## config.mk

```make
export PLATFORM = sky130hd
export DESIGN_NAME = dual_slope_phase_sequencer
export DESIGN_NICKNAME = d
export VERILOG_FILES = /design/src/logic/dual_slope_pkg.sv /design/src/logic/dual_slope_phase_sequencer.sv
export SDC_FILE = /design/constraint.sdc
export NUM_CORES = 1
export LEC_CHECK = 0
export BUFFER_PORTS_ARGS = -buffer_cell sky130_fd_sc_hd__buf_2
export CORE_MARGIN = 4
export CORE_UTILIZATION = 50
export DETAILED_ROUTE_END_ITERATION = 8
export GPL_ROUTABILITY_DRIVEN = 0
export PLACE_DENSITY = 0.71
export SLEW_MARGIN = 20
export SYNTH_ARGS = -nofsm -noshare
export SYNTH_HDL_FRONTEND = slang
export SYNTH_SLANG_ARGS = --single-unit
```

## constraint.sdc

```tcl
create_clock -name clock -period 6.3 [get_ports clock]
set_input_delay 0.945 -clock clock [delete_from_list [all_inputs] [get_ports clock]]
set_output_delay 0.945 -clock clock [all_outputs]
set_load 0.02 [all_outputs]
```

## src/logic/dual_slope_pkg.sv

```systemverilog
/*
 phase codes, timing constants and user-side structs for the dual-slope
 phase sequencer. assumes a 50 MHz controller clock.
*/
`default_nettype none
package dual_slope_pkg;
   localparam int unsigned CLOCK_HZ = 50_000_000;
   // offset null time in microseconds
   localparam int unsigned NULL_TIME_US = 20;
   localparam int unsigned NULL_CYCLES_I = (NULL_TIME_US * (CLOCK_HZ / 1_000_000));
   localparam int unsigned COUNT_W = 24;
   localparam logic [COUNT_W-1:0] NULL_CYCLES = NULL_CYCLES_I[COUNT_W-1:0];
   // accumulate period in cycles; a line period multiple gives hum rejection
   localparam logic [COUNT_W-1:0] ACCUM_CYCLES = 24'h000_fa0;
   // rundown bound: twice the accumulate period
   localparam logic [COUNT_W-1:0] RUNDOWN_MAX = 24'h001_f40;
   localparam logic [COUNT_W-1:0] ZERO_MAX = 24'h000_3e8;
   localparam logic [COUNT_W-1:0] COUNT_ONE = 24'h00_0001;
   localparam logic [COUNT_W-1:0] COUNT_ZERO = 24'h00_0000;

   // step line codes {first, second}
   localparam logic [1:0] STEP_NULL = 2'h1;
   localparam logic [1:0] STEP_ACCUM = 2'h2;
   localparam logic [1:0] STEP_RUNDOWN = 2'h3;
   localparam logic [1:0] STEP_ZERO = 2'h0;

   typedef enum logic [2:0] {
      ST_IDLE, ST_NULL, ST_ACCUM, ST_RUNDOWN, ST_ZERO
   } phase_t;

   typedef struct packed {
      logic [1:0]  channel;
      logic        use_zero;
   } request_t;

   typedef struct packed {
      logic [COUNT_W-1:0] rundown_period;
      logic               positive;
      logic               overrange;
      logic [1:0]         channel;
   } result_t;
endpackage
`default_nettype wire

```

## src/logic/dual_slope_phase_sequencer.sv

```systemverilog
/*
 controller that steps a dual-slope converter front end through its four
 phases, drives the channel select lines and times the rundown phase.
 assumes comparator_out arrives asynchronously from the converter pins.
*/
`timescale 1ns/1ps
`default_nettype none
module dual_slope_phase_sequencer
(
   input  wire logic                        clock,
   input  wire logic                        reset_n,
   input  wire logic                        enable,
   input  wire logic                        start,
   input  wire dual_slope_pkg::request_t    request,
   output logic                             busy,
   output logic                             done,
   output dual_slope_pkg::result_t          result,
   output logic                             first_step_line,
   output logic                             second_step_line,
   output logic                             chan_sel_msb,
   output logic                             chan_sel_lsb,
   input  wire logic                        comparator_out
);
   localparam int W = dual_slope_pkg::COUNT_W;

   dual_slope_pkg::phase_t         phase;
   dual_slope_pkg::phase_t         next_phase;
   logic [W-1:0]                   count;
   logic [1:0]                     step;
   logic [1:0]                     channel;
   logic                           use_zero;
   logic                           cmp_meta;
   logic                           cmp_sync;
   logic                           cmp_last;
   logic                           positive;
   logic                           overrange;

   wire cmp_changed   = cmp_sync != cmp_last;
   wire accum_end     = (phase == dual_slope_pkg::ST_ACCUM)
                        && (count == dual_slope_pkg::ACCUM_CYCLES);
   wire null_end      = (phase == dual_slope_pkg::ST_NULL)
                        && (count == dual_slope_pkg::NULL_CYCLES);
   wire rundown_stop  = (phase == dual_slope_pkg::ST_RUNDOWN) && cmp_changed;
   wire rundown_over  = (phase == dual_slope_pkg::ST_RUNDOWN) && !cmp_changed
                        && (count == dual_slope_pkg::RUNDOWN_MAX);
   wire rundown_end   = rundown_stop || rundown_over;
   wire zero_ok       = (phase == dual_slope_pkg::ST_ZERO) && cmp_sync;
   wire zero_over     = (phase == dual_slope_pkg::ST_ZERO) && !cmp_sync
                        && (count == dual_slope_pkg::ZERO_MAX);
   wire zero_end      = zero_ok || zero_over;
   wire cycle_end     = (rundown_end && !use_zero) || zero_end;
   wire phase_change  = (next_phase != phase);

   // phase to step line code
   always_comb
   begin
      case (phase)
         dual_slope_pkg::ST_NULL:    step = dual_slope_pkg::STEP_NULL;
         dual_slope_pkg::ST_ACCUM:   step = dual_slope_pkg::STEP_ACCUM;
         dual_slope_pkg::ST_RUNDOWN: step = dual_slope_pkg::STEP_RUNDOWN;
         dual_slope_pkg::ST_ZERO:    step = dual_slope_pkg::STEP_ZERO;
         default:                    step = dual_slope_pkg::STEP_NULL;
      endcase
   end

   // fixed phase order; idle parks in offset null
   always_comb
   begin
      next_phase = phase;
      case (phase)
         dual_slope_pkg::ST_IDLE:
            if (start)
               next_phase = dual_slope_pkg::ST_NULL;
         dual_slope_pkg::ST_NULL:
            if (null_end)
               next_phase = dual_slope_pkg::ST_ACCUM;
         dual_slope_pkg::ST_ACCUM:
            if (accum_end)
               next_phase = dual_slope_pkg::ST_RUNDOWN;
         dual_slope_pkg::ST_RUNDOWN:
            if (rundown_end)
               next_phase = use_zero ? dual_slope_pkg::ST_ZERO
                                     : dual_slope_pkg::ST_IDLE;
         dual_slope_pkg::ST_ZERO:
            if (zero_end)
               next_phase = dual_slope_pkg::ST_IDLE;
         default:
            next_phase = dual_slope_pkg::ST_IDLE;
      endcase
   end

   // comparator synchroniser
   always_ff @(posedge clock or negedge reset_n)
   begin
      if (!reset_n)
      begin
         cmp_meta <= 1'b0;
         cmp_sync <= 1'b0;
         cmp_last <= 1'b0;
      end
      else if (enable)
      begin
         cmp_meta <= comparator_out;
         cmp_sync <= cmp_meta;
         cmp_last <= cmp_sync;
      end
   end

   always_ff @(posedge clock or negedge reset_n)
   begin
      if (!reset_n)
      begin
         phase <= dual_slope_pkg::ST_IDLE;
         count <= dual_slope_pkg::COUNT_ZERO;
      end
      else if (enable)
      begin
         phase <= next_phase;
         // counter restarts at each phase entry
         count <= phase_change ? dual_slope_pkg::COUNT_ONE
                               : count + dual_slope_pkg::COUNT_ONE;
      end
   end

   // request capture and held pin drive
   always_ff @(posedge clock or negedge reset_n)
   begin
      if (!reset_n)
      begin
         channel  <= 2'h0;
         use_zero <= 1'b1;
      end
      else if (enable && phase == dual_slope_pkg::ST_IDLE && start)
      begin
         channel  <= request.channel;
         use_zero <= request.use_zero;
      end
   end

   // comparator only read in accumulate and later phases
   always_ff @(posedge clock or negedge reset_n)
   begin
      if (!reset_n)
      begin
         positive  <= 1'b0;
         overrange <= 1'b0;
      end
      else if (enable)
      begin
         if (accum_end)
            positive <= cmp_sync;
         if (null_end)
            overrange <= 1'b0;
         else if (rundown_over || zero_over)
            overrange <= 1'b1;
      end
   end

   always_ff @(posedge clock or negedge reset_n)
   begin
      if (!reset_n)
      begin
         first_step_line  <= 1'b0;
         second_step_line <= 1'b1;
         done             <= 1'b0;
         result           <= '0;
      end
      else if (enable)
      begin
         first_step_line  <= step[1];
         second_step_line <= step[0];
         done             <= cycle_end;
         if (rundown_end)
            result.rundown_period <= count;
         if (cycle_end)
         begin
            result.positive  <= positive;
            result.overrange <= overrange || rundown_over || zero_over;
            result.channel   <= channel;
         end
      end
      else
         done <= 1'b0;
   end

   assign chan_sel_msb = channel[1];
   assign chan_sel_lsb = channel[0];
   assign busy         = (phase != dual_slope_pkg::ST_IDLE);
endmodule
`default_nettype wire

```

# Yosys cells after proc, flatten, opt, wreduce, memory -nomap -nowiden
# Index checks and enable logic that the tools add are counted.
# W data, S select, Z words.
# totals
regBits,66
latch_bits,0
ramBits,0
romBits,0
inputBits,8
output_inout_bits,34
wordCells,65
n_memories,0
# op_classes
add_sub_neg,1
multipliers,0
div_mod_pow,0
n_lt_le_gt_ge,0
n_eq_ne,9
n_shift,0
muxes,12
n_bitwise,0
reduce_logical,27
# ops
operator,n
$add A24 B1 Y24 const B,1
$eq A24 B10 Y1 const B,1
$eq A24 B12 Y1 const B,1
$eq A24 B13 Y1 const B,1
$mux W24,1
$mux W3,6
$pmux W3 S5,1
$logic_and A1 B1 Y1,11
$reduce_and A2 Y1,4
$eq A3 B2 Y1 const B,2
$logic_or A1 B1 Y1,6
$pmux W2 S3,1
$eq A3 B1 Y1 const B,1
$eq A3 B3 Y1 const B,1
$logic_not A1 Y1,3
$logic_not A3 Y1,1
$mux W1,3
$ne A3 B3 Y1,1
$reduce_bool A3 Y1,1
$reduce_bool A2 Y1,1
$ne A1 B1 Y1,1

# Logic depth before layout (Yosys ltp)
# Gate-level depths: netlist of the first run.
# logic_depth
ltp_word,9
mapped_depth,11
mapped_depth_nobuf,8

# Worst setup path before layout of the first run
# OpenSTA, ideal clock, no wires.
# synth_timing
kind,input to register
start,input port enable
end,register count[23]
t_arrival_ns,2.238
required_ns,6.179
slack_ns,3.941
stages,6
path_buffers,1
cell_sequence,clkbuf_1 -> nand2_1 -> nor4_1 -> nand4_1 -> xor2_1 -> nor2_1
# synth_rtl
item,line_no,text
from (decl),dual_slope_phase_sequencer.sv:12,"input wire logic enable,"
to (signal assigned),dual_slope_phase_sequencer.sv:114,count <= dual_slope_pkg::COUNT_ZERO;
to (signal assigned),dual_slope_phase_sequencer.sv:120,count <= phase_change ? dual_slope_pkg::COUNT_ONE
to (decl),dual_slope_phase_sequencer.sv:28,logic [W-1:0] count;

# Worst setup path after layout of the first run
# layout_timing
start,register count[0]
end,register result[3] (netlist name)
# layout_between
elab_chain_len,6
# layout_rtl
item,line_no,text
$eq A24 B13 Y1,dual_slope_phase_sequencer.sv:45,&& (count == dual_slope_pkg::RUNDOWN_MAX);
$logic_and A1 B1 Y1,dual_slope_phase_sequencer.sv:45,
$logic_or A1 B1 Y1,dual_slope_phase_sequencer.sv:46,wire rundown_end = rundown_stop || rundown_over;
$logic_and A1 B1 Y1,dual_slope_phase_sequencer.sv:51,wire cycle_end = (rundown_end && !use_zero) || zero_end;
$logic_or A1 B1 Y1 (*),dual_slope_phase_sequencer.sv:51,
$reduce_and A2 Y1 (no source line) (*),--,
to (decl),dual_slope_phase_sequencer.sv:17,"output dual_slope_pkg::result_t result,"
# Every way passes the cells marked *; elsewhere a longest branch is shown, timed or not.
# A chain may end at the register's enable or synchronous reset.

==> results.cfg, run 1 <==
[synth]
synth_flop_cell = dfrtp_1
syn_avg_cell_area_um2 = 11.1
synth_seq_area_share = 0.538
async_reset_ff_frac = 1.00
syn-instance-count = 277
synth_compound_area_frac = 0.0656
ys_warn_count = 0
syn-cell-area_um2 = 3070
muxShareOfSynthArea = 0.125
synth-xor-area-share = 0.0627
syn_nets = 287
yosys.area_share.simple = 0.165
synth_seq_cells = 66
synthAdderAreaFrac = 0.00815
synth_top_family_by_area = simple AND/OR/NAND/NOR gates
synth-edff-count = 0
synth_cell_type_count = 42

[setup_path]
cp_max_fo = 30
regToRegStartpoint = count[0]
cp-end-kind = flip-flop
reg2reg_slack_ps = 3640
r2r_end = result[3]
crit_end = result[3]
crit_type = flip-flop to flip-flop
arrival_ps = 2870
worst_r2r_path_depth = 8
cp.required_ps = 6510
critPathLaunchType = flip-flop
crit_start = count[0]

[final_layout]
mostFrequentLayoutCells = dfrtp_1 (64), buf_2 (41), nor2_1 (35)
fin_area_um2 = 3510
instances_no_fill = 397
area_growth_pct = 14.2
fin_nets = 327
multiInputGateArea_um2 = 1310
drive_gt1_frac = 0.292
fillers = 512
antenna_cells = 0
final_common_cell = dfrtp_1
final_core_util = 0.589
regArea_um2 = 1650

[detailed_routing]
routedWlPerCell_um = 14.1
drtPass1Iterations = 4
vias = 2123
totalWireLength_um = 5590
post-route-drc-count = 0
viasPerCell = 5.35
drt_iter0_drc = 96
postRouteAntennaNets = 0

[grt]
grt_use_total = 0.166
grt_busiest_layer = met2
met3_usage = 0.0466
antenna_found_initial = 0
use_met1 = 0.229
grt-ovfl-total = 0
grt_pass1_vias = 2103
grt_max_degree = 67
met2_usage = 0.252
grt_pass1_wl_um = 9710

[die]
die_y_um = 86.4
start_util = 0.516
die_x_um = 86.4
pin_count = 42
rows = 28
die-area_um2 = 7460
core_um2 = 5960

[sta]
hold_slack_ps = 488
max-slew-margin-rel = 0.418
setup_tns_ps = 0
fin_skew_ps = 8.65
worstMarginPinSlew_ps = 865
slew_viol_final = 0
post-route-period-util = 0.422
max_freq_mhz = 376
setup_viol = 0
setup_slack_ps = 3640
layout_min_cycle_time_ps = 2660
hold_viol_final = 0
rsz0062_at_grt = no

[placement]
place_hpwl_um = 3760
numPlacedInstances = 381
pre_cts_ws_ps = 3490
dpl-instance-area_um2 = 3310
io_buffers = 41

[worst_hold_path]
hold_path_class = flip-flop to flip-flop

[power]
peakVddDrop_mv = 0.110
total_power_uw = 937
leakage_nw = 1.75
powerDensity_nw_per_um2 = 267

[clock_network]
clockBufferDepth = 2
cts_num_sinks = 66
cts_tree = built
cts_buffers = 9
cts_root_buf = clkbuf_8
ctsResizeCount = 0
clk_latency_ps = 330
cts.clk_slew.worst_paths_ps = 70
postCtsHoldBufs = 0
cts_setup_buffers = 0
htree_levels = 3

[run_status]
status = finished clean

[flow_run]
maxCapViolCount = 0
[synth_stat cells, drive strengths merged (5+ instances only)]
master,count,area share
dfrtp,64,0.52
nor2,35,0.043
mux2,31,0.12
nand2,20,0.024
xor2,16,0.046
nand3,14,0.023
o21ai,13,0.021
buf,8,0.018
inv,8,0.0098
a21oi,6,0.011
clkbuf,6,0.0073
nand4,6,0.012
xnor2,6,0.017
nor4,5,0.010
[logic make-up after synthesis]
kind of cell	after synthesis
AND/OR/NAND/NOR	102
AO/OA/AOI/OAI	30
XOR/XNOR	22
buffers and inverters	22
adder cells (fa/ha/maj)	2
multiplexers	33
flip-flops	66
[routing by layer]
metal	up-vias	share of wire
met5	-	0
met4	0	0.0057
met3	2	0.040
met2	41	0.46
met1	1043	0.49
li1	1037	-
[where the power goes]
group | switching [mW] | internal, mW
registers | 0.0385 | 0.453
logic | 0.0546 | 0.0383
clock network | 0.148 | 0.204
total | 0.241 | 0.696
[worst min path at each step]
stage               depth (start not counted)          endpoint        startpoint
floorplan                                   1          cmp_meta          cmp_meta
global placement                            2         result[6]         result[6]
detailed placement                          2         result[7]         result[7]
CTS                                         2  second_step_line  second_step_line
global route                                2  second_step_line  second_step_line
finish                                      2  second_step_line  second_step_line
[flip-flops by register name (all words and copies together) (netlist names)]
signal and cells:
result 28, count 24, phase 3, channel 2
cmp_last 1, cmp_meta 1, cmp_sync 1, done 1
first_step_line 1, overrange 1, positive 1, second_step_line 1
use_zero 1
[final cells by class]
class                      instances  area share
clock buffer                      14      0.0464
clock inverter                     2     0.00999
inverter                           8     0.00856
multi-input combinational        189       0.374
sequential                        66       0.472
tap                               75      0.0268
timing repair buffer              43      0.0628
[critical path, stage by stage (launching register included)]
cell and delay, ps:
dfrtp_1 430, inv_1 90, ha_1 130, nor4b_1 220, and4_1 400, a21oi_2 90
or3b_4 590, o21a_4 300, mux2_4 300
Note: power is estimated with default switching activity, not from simulation.
==> inputs of run 2 (changes only) <==
- clock period: 6.3 -> 2.6 ns (I/O delays scaled with it)
==> run 2 against run 1 <==
  * Final area is 1.5% higher
  * Final cell count is 2.5% higher
  * Global-route usage increased by 1.6 points
  * Critical path depth stayed put
  * Largest power group unchanged
==> results.cfg, run 2 (same netlist as run 1, synthesis figures left out) <==
[detailed_routing]
drtPass1Iterations = 4
totalWireLength_um = 6240
postRouteAntennaNets = 0
drt_iter0_drc = 142
vias = 2191
viasPerCell = 5.38
post-route-drc-count = 0
routedWlPerCell_um = 15.3

[sta]
hold_viol_final = 0
max-slew-margin-rel = 0.586
layout_min_cycle_time_ps = 2400
setup_tns_ps = 0
fin_skew_ps = 9.28
worstMarginPinSlew_ps = 620
post-route-period-util = 0.923
max_freq_mhz = 417
slew_viol_final = 0
setup_viol = 0
rsz0062_at_grt = no

[setup_path]
cp.required_ps = 2830
cp-end-kind = flip-flop
reg2reg_slack_ps = 200
cp_top_family = simple AND/OR/NAND/NOR gates
cp_max_fo = 20
cp_cell_sequence = inv_1 -> ha_1 -> nor4b_1 -> and4_2 -> a21oi_2 -> or3b_4 -> buf_4 -> mux2_4
cp_slowest_cell = dfrtp_1
critPathLaunchType = flip-flop
slowest_delay_ps = 430
crit_type = flip-flop to flip-flop
arrival_ps = 2630
path_buf_inv = 2

[die]
die_y_um = 86.4
die_x_um = 86.4
pin_count = 42
core_um2 = 5960
start_util = 0.516
die-area_um2 = 7460
rows = 28

[power]
pwr-share-comb = 0.127
power.switching_uw = 597
power_frac_clock = 0.337
p_int_mw = 1.58
peakVddDrop_mv = 0.303
p_seq_frac = 0.537
leakage_nw = 1.79
swShare = 0.274
powerDensity_nw_per_um2 = 613

[grt]
grt_use_total = 0.181
grt_pass1_wl_um = 10700
grt_pass1_vias = 2269
grt-ovfl-total = 0
grt_max_degree = 42
antenna_found_initial = 0

[placement]
numPlacedInstances = 391
io_buffers = 41
place_hpwl_um = 4410

[final_layout]
area_growth_pct = 15.9
top_register = result
fin_nets = 337
instances_no_fill = 407
fillers = 529
mostFrequentLayoutCells = dfrtp_1 (64), buf_2 (41), nor2_1 (35)
top_regs = result x28, count x24, phase x3
antenna_cells = 0
largest_reg_flops = 28
final_common_cell = dfrtp_1
drive_gt1_frac = 0.310

[clock_network]
cts_num_sinks = 66
cts_tree = built
clockBufferDepth = 2
htree_levels = 3
cts.clk_slew.worst_paths_ps = 70
clk_latency_ps = 340
cts_buffers = 9
cts_root_buf = clkbuf_8

[flow_run]
maxCapViolCount = 0

[worst_hold_path]
hold_path_class = primary input to async pin

[run_status]
status = finished clean
run 2: cell types whose count changed in the layout (fill, tap and decap cells not counted), sizes merged:
cell	delta
buf	+10
bufinv	-1
clkbuf	+1
run 2: cell type report:
| class | instances | area (um2) | share of cell area |
|---|---|---|---|
| clock buffers | 15 | 156 | 0.0439 |
| clock inverters | 1 | 5.00 | 0.00141 |
| inverters | 8 | 30.0 | 0.00844 |
| multi-input cells | 189 | 1310 | 0.369 |
| flip-flops and latches | 66 | 1650 | 0.465 |
| well taps | 75 | 93.8 | 0.0264 |
| repair buffers | 53 | 308 | 0.0865 |
run 2: through the flow:
step	util	setup slack, ps	hold slack, ps	total power, mW	area, um2
5_1_grt	0.598	43.9	108	2.29	3560
6_report	0.598	200	62.5	2.18	3560
3_5_place_dp	0.570	206	441	1.47	3400
4_1_cts	0.597	176	78.2	2.20	3560
2_1_floorplan	-	361	94.4	1.35	3070
3_3_place_gp	0.570	250	429	1.45	3400
run 2: what timing repair did:
action	4_1_cts	5_1_grt
setup endpoints to repair	0	1
buffers inserted	0	0
gates resized for setup	0	1
hold buffers	0	0
endpoints found under the hold margin	0	0
run 2: per-layer routing:
layer,wire (um),global-route usage,share of wire
met1,2970,0.245,0.48
met2,2950,0.290,0.47
met3,229,0.0342,0.037
met4,88,0.0722,0.014
met5,0,0,0
run 2: power groups by stage:
| stage | clock network (mW) | logic, mW | registers (mW) |
|---|---|---|---|
| global route | 0.801 | 0.311 | 1.18 |
| detailed placement | 0 | 0.277 | 1.19 |
| finish | 0.734 | 0.276 | 1.17 |
| global placement | 0 | 0.266 | 1.18 |
| floorplan | 0 | 0.162 | 1.19 |
| CTS | 0.754 | 0.280 | 1.17 |
run 2: path summary, 6_finish.rpt:
path,start,end,depth (start not counted)
max in group asynchronous,reset_n,count[14],2
worst max register to register,count[0],result[26],8
worst min-delay path,reset_n,channel[0],1
worst max-delay path,count[0],result[26],8
min in group clock,request[0],use_zero,2
worst min register to register,result[7],result[7],2
run 2: worst reg2reg max path, delay by kind of cell, from the launching register on:
kind	cells	cell delay [ps]
fa+ha+maj	1	130
buf+inv	2	330
mux	1	330
compound gates	1	70
simple gates	3	1000
flops	1	430
==> inputs of run 3 (changes only) <==
- REMOVE_ABC_BUFFERS: not set -> 1
==> run 3 against run 2 <==
  * Maximum frequency shrank 1.4%
  * Sequential power about the same
  * Clock-buffer cell count is 1 lower
  * Critical path depth unchanged
  * Total power up 2.1%
  * Register-to-register slack got worse by 30 ps
  * First-iteration DRC count is 0.70% lower
  * Final area increased by 0.14%
  * Utilization grew 0.084 points
  * Final cell count shrank 0.49%
  * Non-clock buffer count fell by 2
  * Combinational power is 7% lower
  * Critical endpoint is now result[0]
  * Largest power group unchanged
  * Highest routed layer unchanged
==> results.cfg, run 3 (same netlist as run 1, synthesis figures left out) <==
[final_layout]
drive_gt1_frac = 0.312
area_growth_pct = 16.0
antenna_cells = 0
largest_reg_flops = 28
mostFrequentLayoutCells = dfrtp_1 (64), buf_2 (41), nor2_1 (35)
fin_area_um2 = 3560
fin_nets = 335
final_common_cell = dfrtp_1
top_regs = result x28, count x24, phase x3
top_register = result

[sta]
hold_viol_final = 0
layout_min_cycle_time_ps = 2430
post-route-period-util = 0.936
slew_viol_final = 0
max-slew-margin-rel = 0.577
setup_tns_ps = 0
worstMarginPinSlew_ps = 634
rsz0062_at_grt = no
setup_viol = 0
max_freq_mhz = 411
fin_skew_ps = 4.12

[clock_network]
cts.clk_slew.worst_paths_ps = 70
clockBufferDepth = 2
htree_levels = 3
clk_latency_ps = 340
cts_buffers = 9
ctsResizeCount = 0
cts_tree = built
cts_num_sinks = 66
cts_setup_buffers = 0
postCtsHoldBufs = 0
cts_root_buf = clkbuf_8

[die]
rows = 28
pin_count = 42
start_util = 0.516
core_um2 = 5960
die-area_um2 = 7460
die_y_um = 86.4
die_x_um = 86.4

[grt]
grt-ovfl-total = 0
grt_pass1_wl_um = 10300
antenna_found_initial = 0
grt_pass1_vias = 2185
grt_max_degree = 39
grt_use_total = 0.178

[detailed_routing]
vias = 2156
drtPass1Iterations = 4
totalWireLength_um = 5780
drt_iter0_drc = 141
post-route-drc-count = 0
routedWlPerCell_um = 14.3
viasPerCell = 5.32
postRouteAntennaNets = 0

[setup_path]
arrival_ps = 2660
cp.required_ps = 2830
cp-end-kind = flip-flop
worst_r2r_path_depth = 8
regToRegStartpoint = count[0]
critPathLaunchType = flip-flop
crit_type = flip-flop to flip-flop
crit_start = count[0]
cp_max_fo = 8

[flow_run]
maxCapViolCount = 0

[placement]
dpl-instance-area_um2 = 3380
io_buffers = 41
place_hpwl_um = 4180

[worst_hold_path]
hold_path_class = primary input to async pin

[run_status]
status = finished clean

[power]
powerDensity_nw_per_um2 = 625
leakage_nw = 1.79
peakVddDrop_mv = 0.343
## run 3: cell types whose count changed in the layout (fill, tap and decap cells not counted)
cell,previous run,this run
buf_4,11,9
and4_1,3,4
and4_2,1,0
clkbuf_8,10,12
clkinv_2,1,2
clkbuf_1,5,2
## run 3: final cells by class
cell class | instances | area [um2]
sequential | 66 | 1650
clock buffer | 14 | 173
tap | 75 | 93.8
fill | 516 | 2390
inverter | 8 | 30.0
multi-input combinational | 189 | 1310
timing repair buffer | 51 | 293
clock inverter | 2 | 10.0
## run 3: path summary, 6_finish.rpt
path,end,slack (ps)
max reg2reg,result[0],170
min reg2reg,result[5],490
min,result[1],60
max,result[0],170
max in group asynchronous,second_step_line,1860
min in group clock,channel[1],270
## run 3: layer usage
| layer | global-route usage | part of all wire |
|---|---|---|
| met1 | 0.245 | 0.47 |
| met2 | 0.266 | 0.47 |
| met3 | 0.0380 | 0.037 |
| met4 | 0.0892 | 0.020 |
| met5 | 0 | 0 |
## run 3: metrics by stage
step	total power, mW	utilization	setup WS [ps]	hold WS (ps)	instances
2_1_floorplan	1.34	-	68.1	94.4	263
3_3_place_gp	1.44	0.568	259	450	389
3_5_place_dp	1.46	0.568	187	453	389
4_1_cts	2.25	0.599	171	78.8	405
5_1_grt	2.35	0.599	40.5	111	405
6_report	2.23	0.599	165	58.8	405
## run 3: power by group
group          switching (mW)  total, mW  leakage, nW  internal (mW)
registers              0.0806       1.18        0.874           1.10
logic                   0.153      0.258        0.820          0.106
clock network           0.368      0.790       0.0965          0.422
## run 3: critical path: stages (launching register included)
cell	delay (ps)
dfrtp_1	420
inv_1	90
ha_1	150
nor4b_1	210
and4_1	410
a21oi_2	80
or3b_4	420
o21a_4	240
mux2_4	300
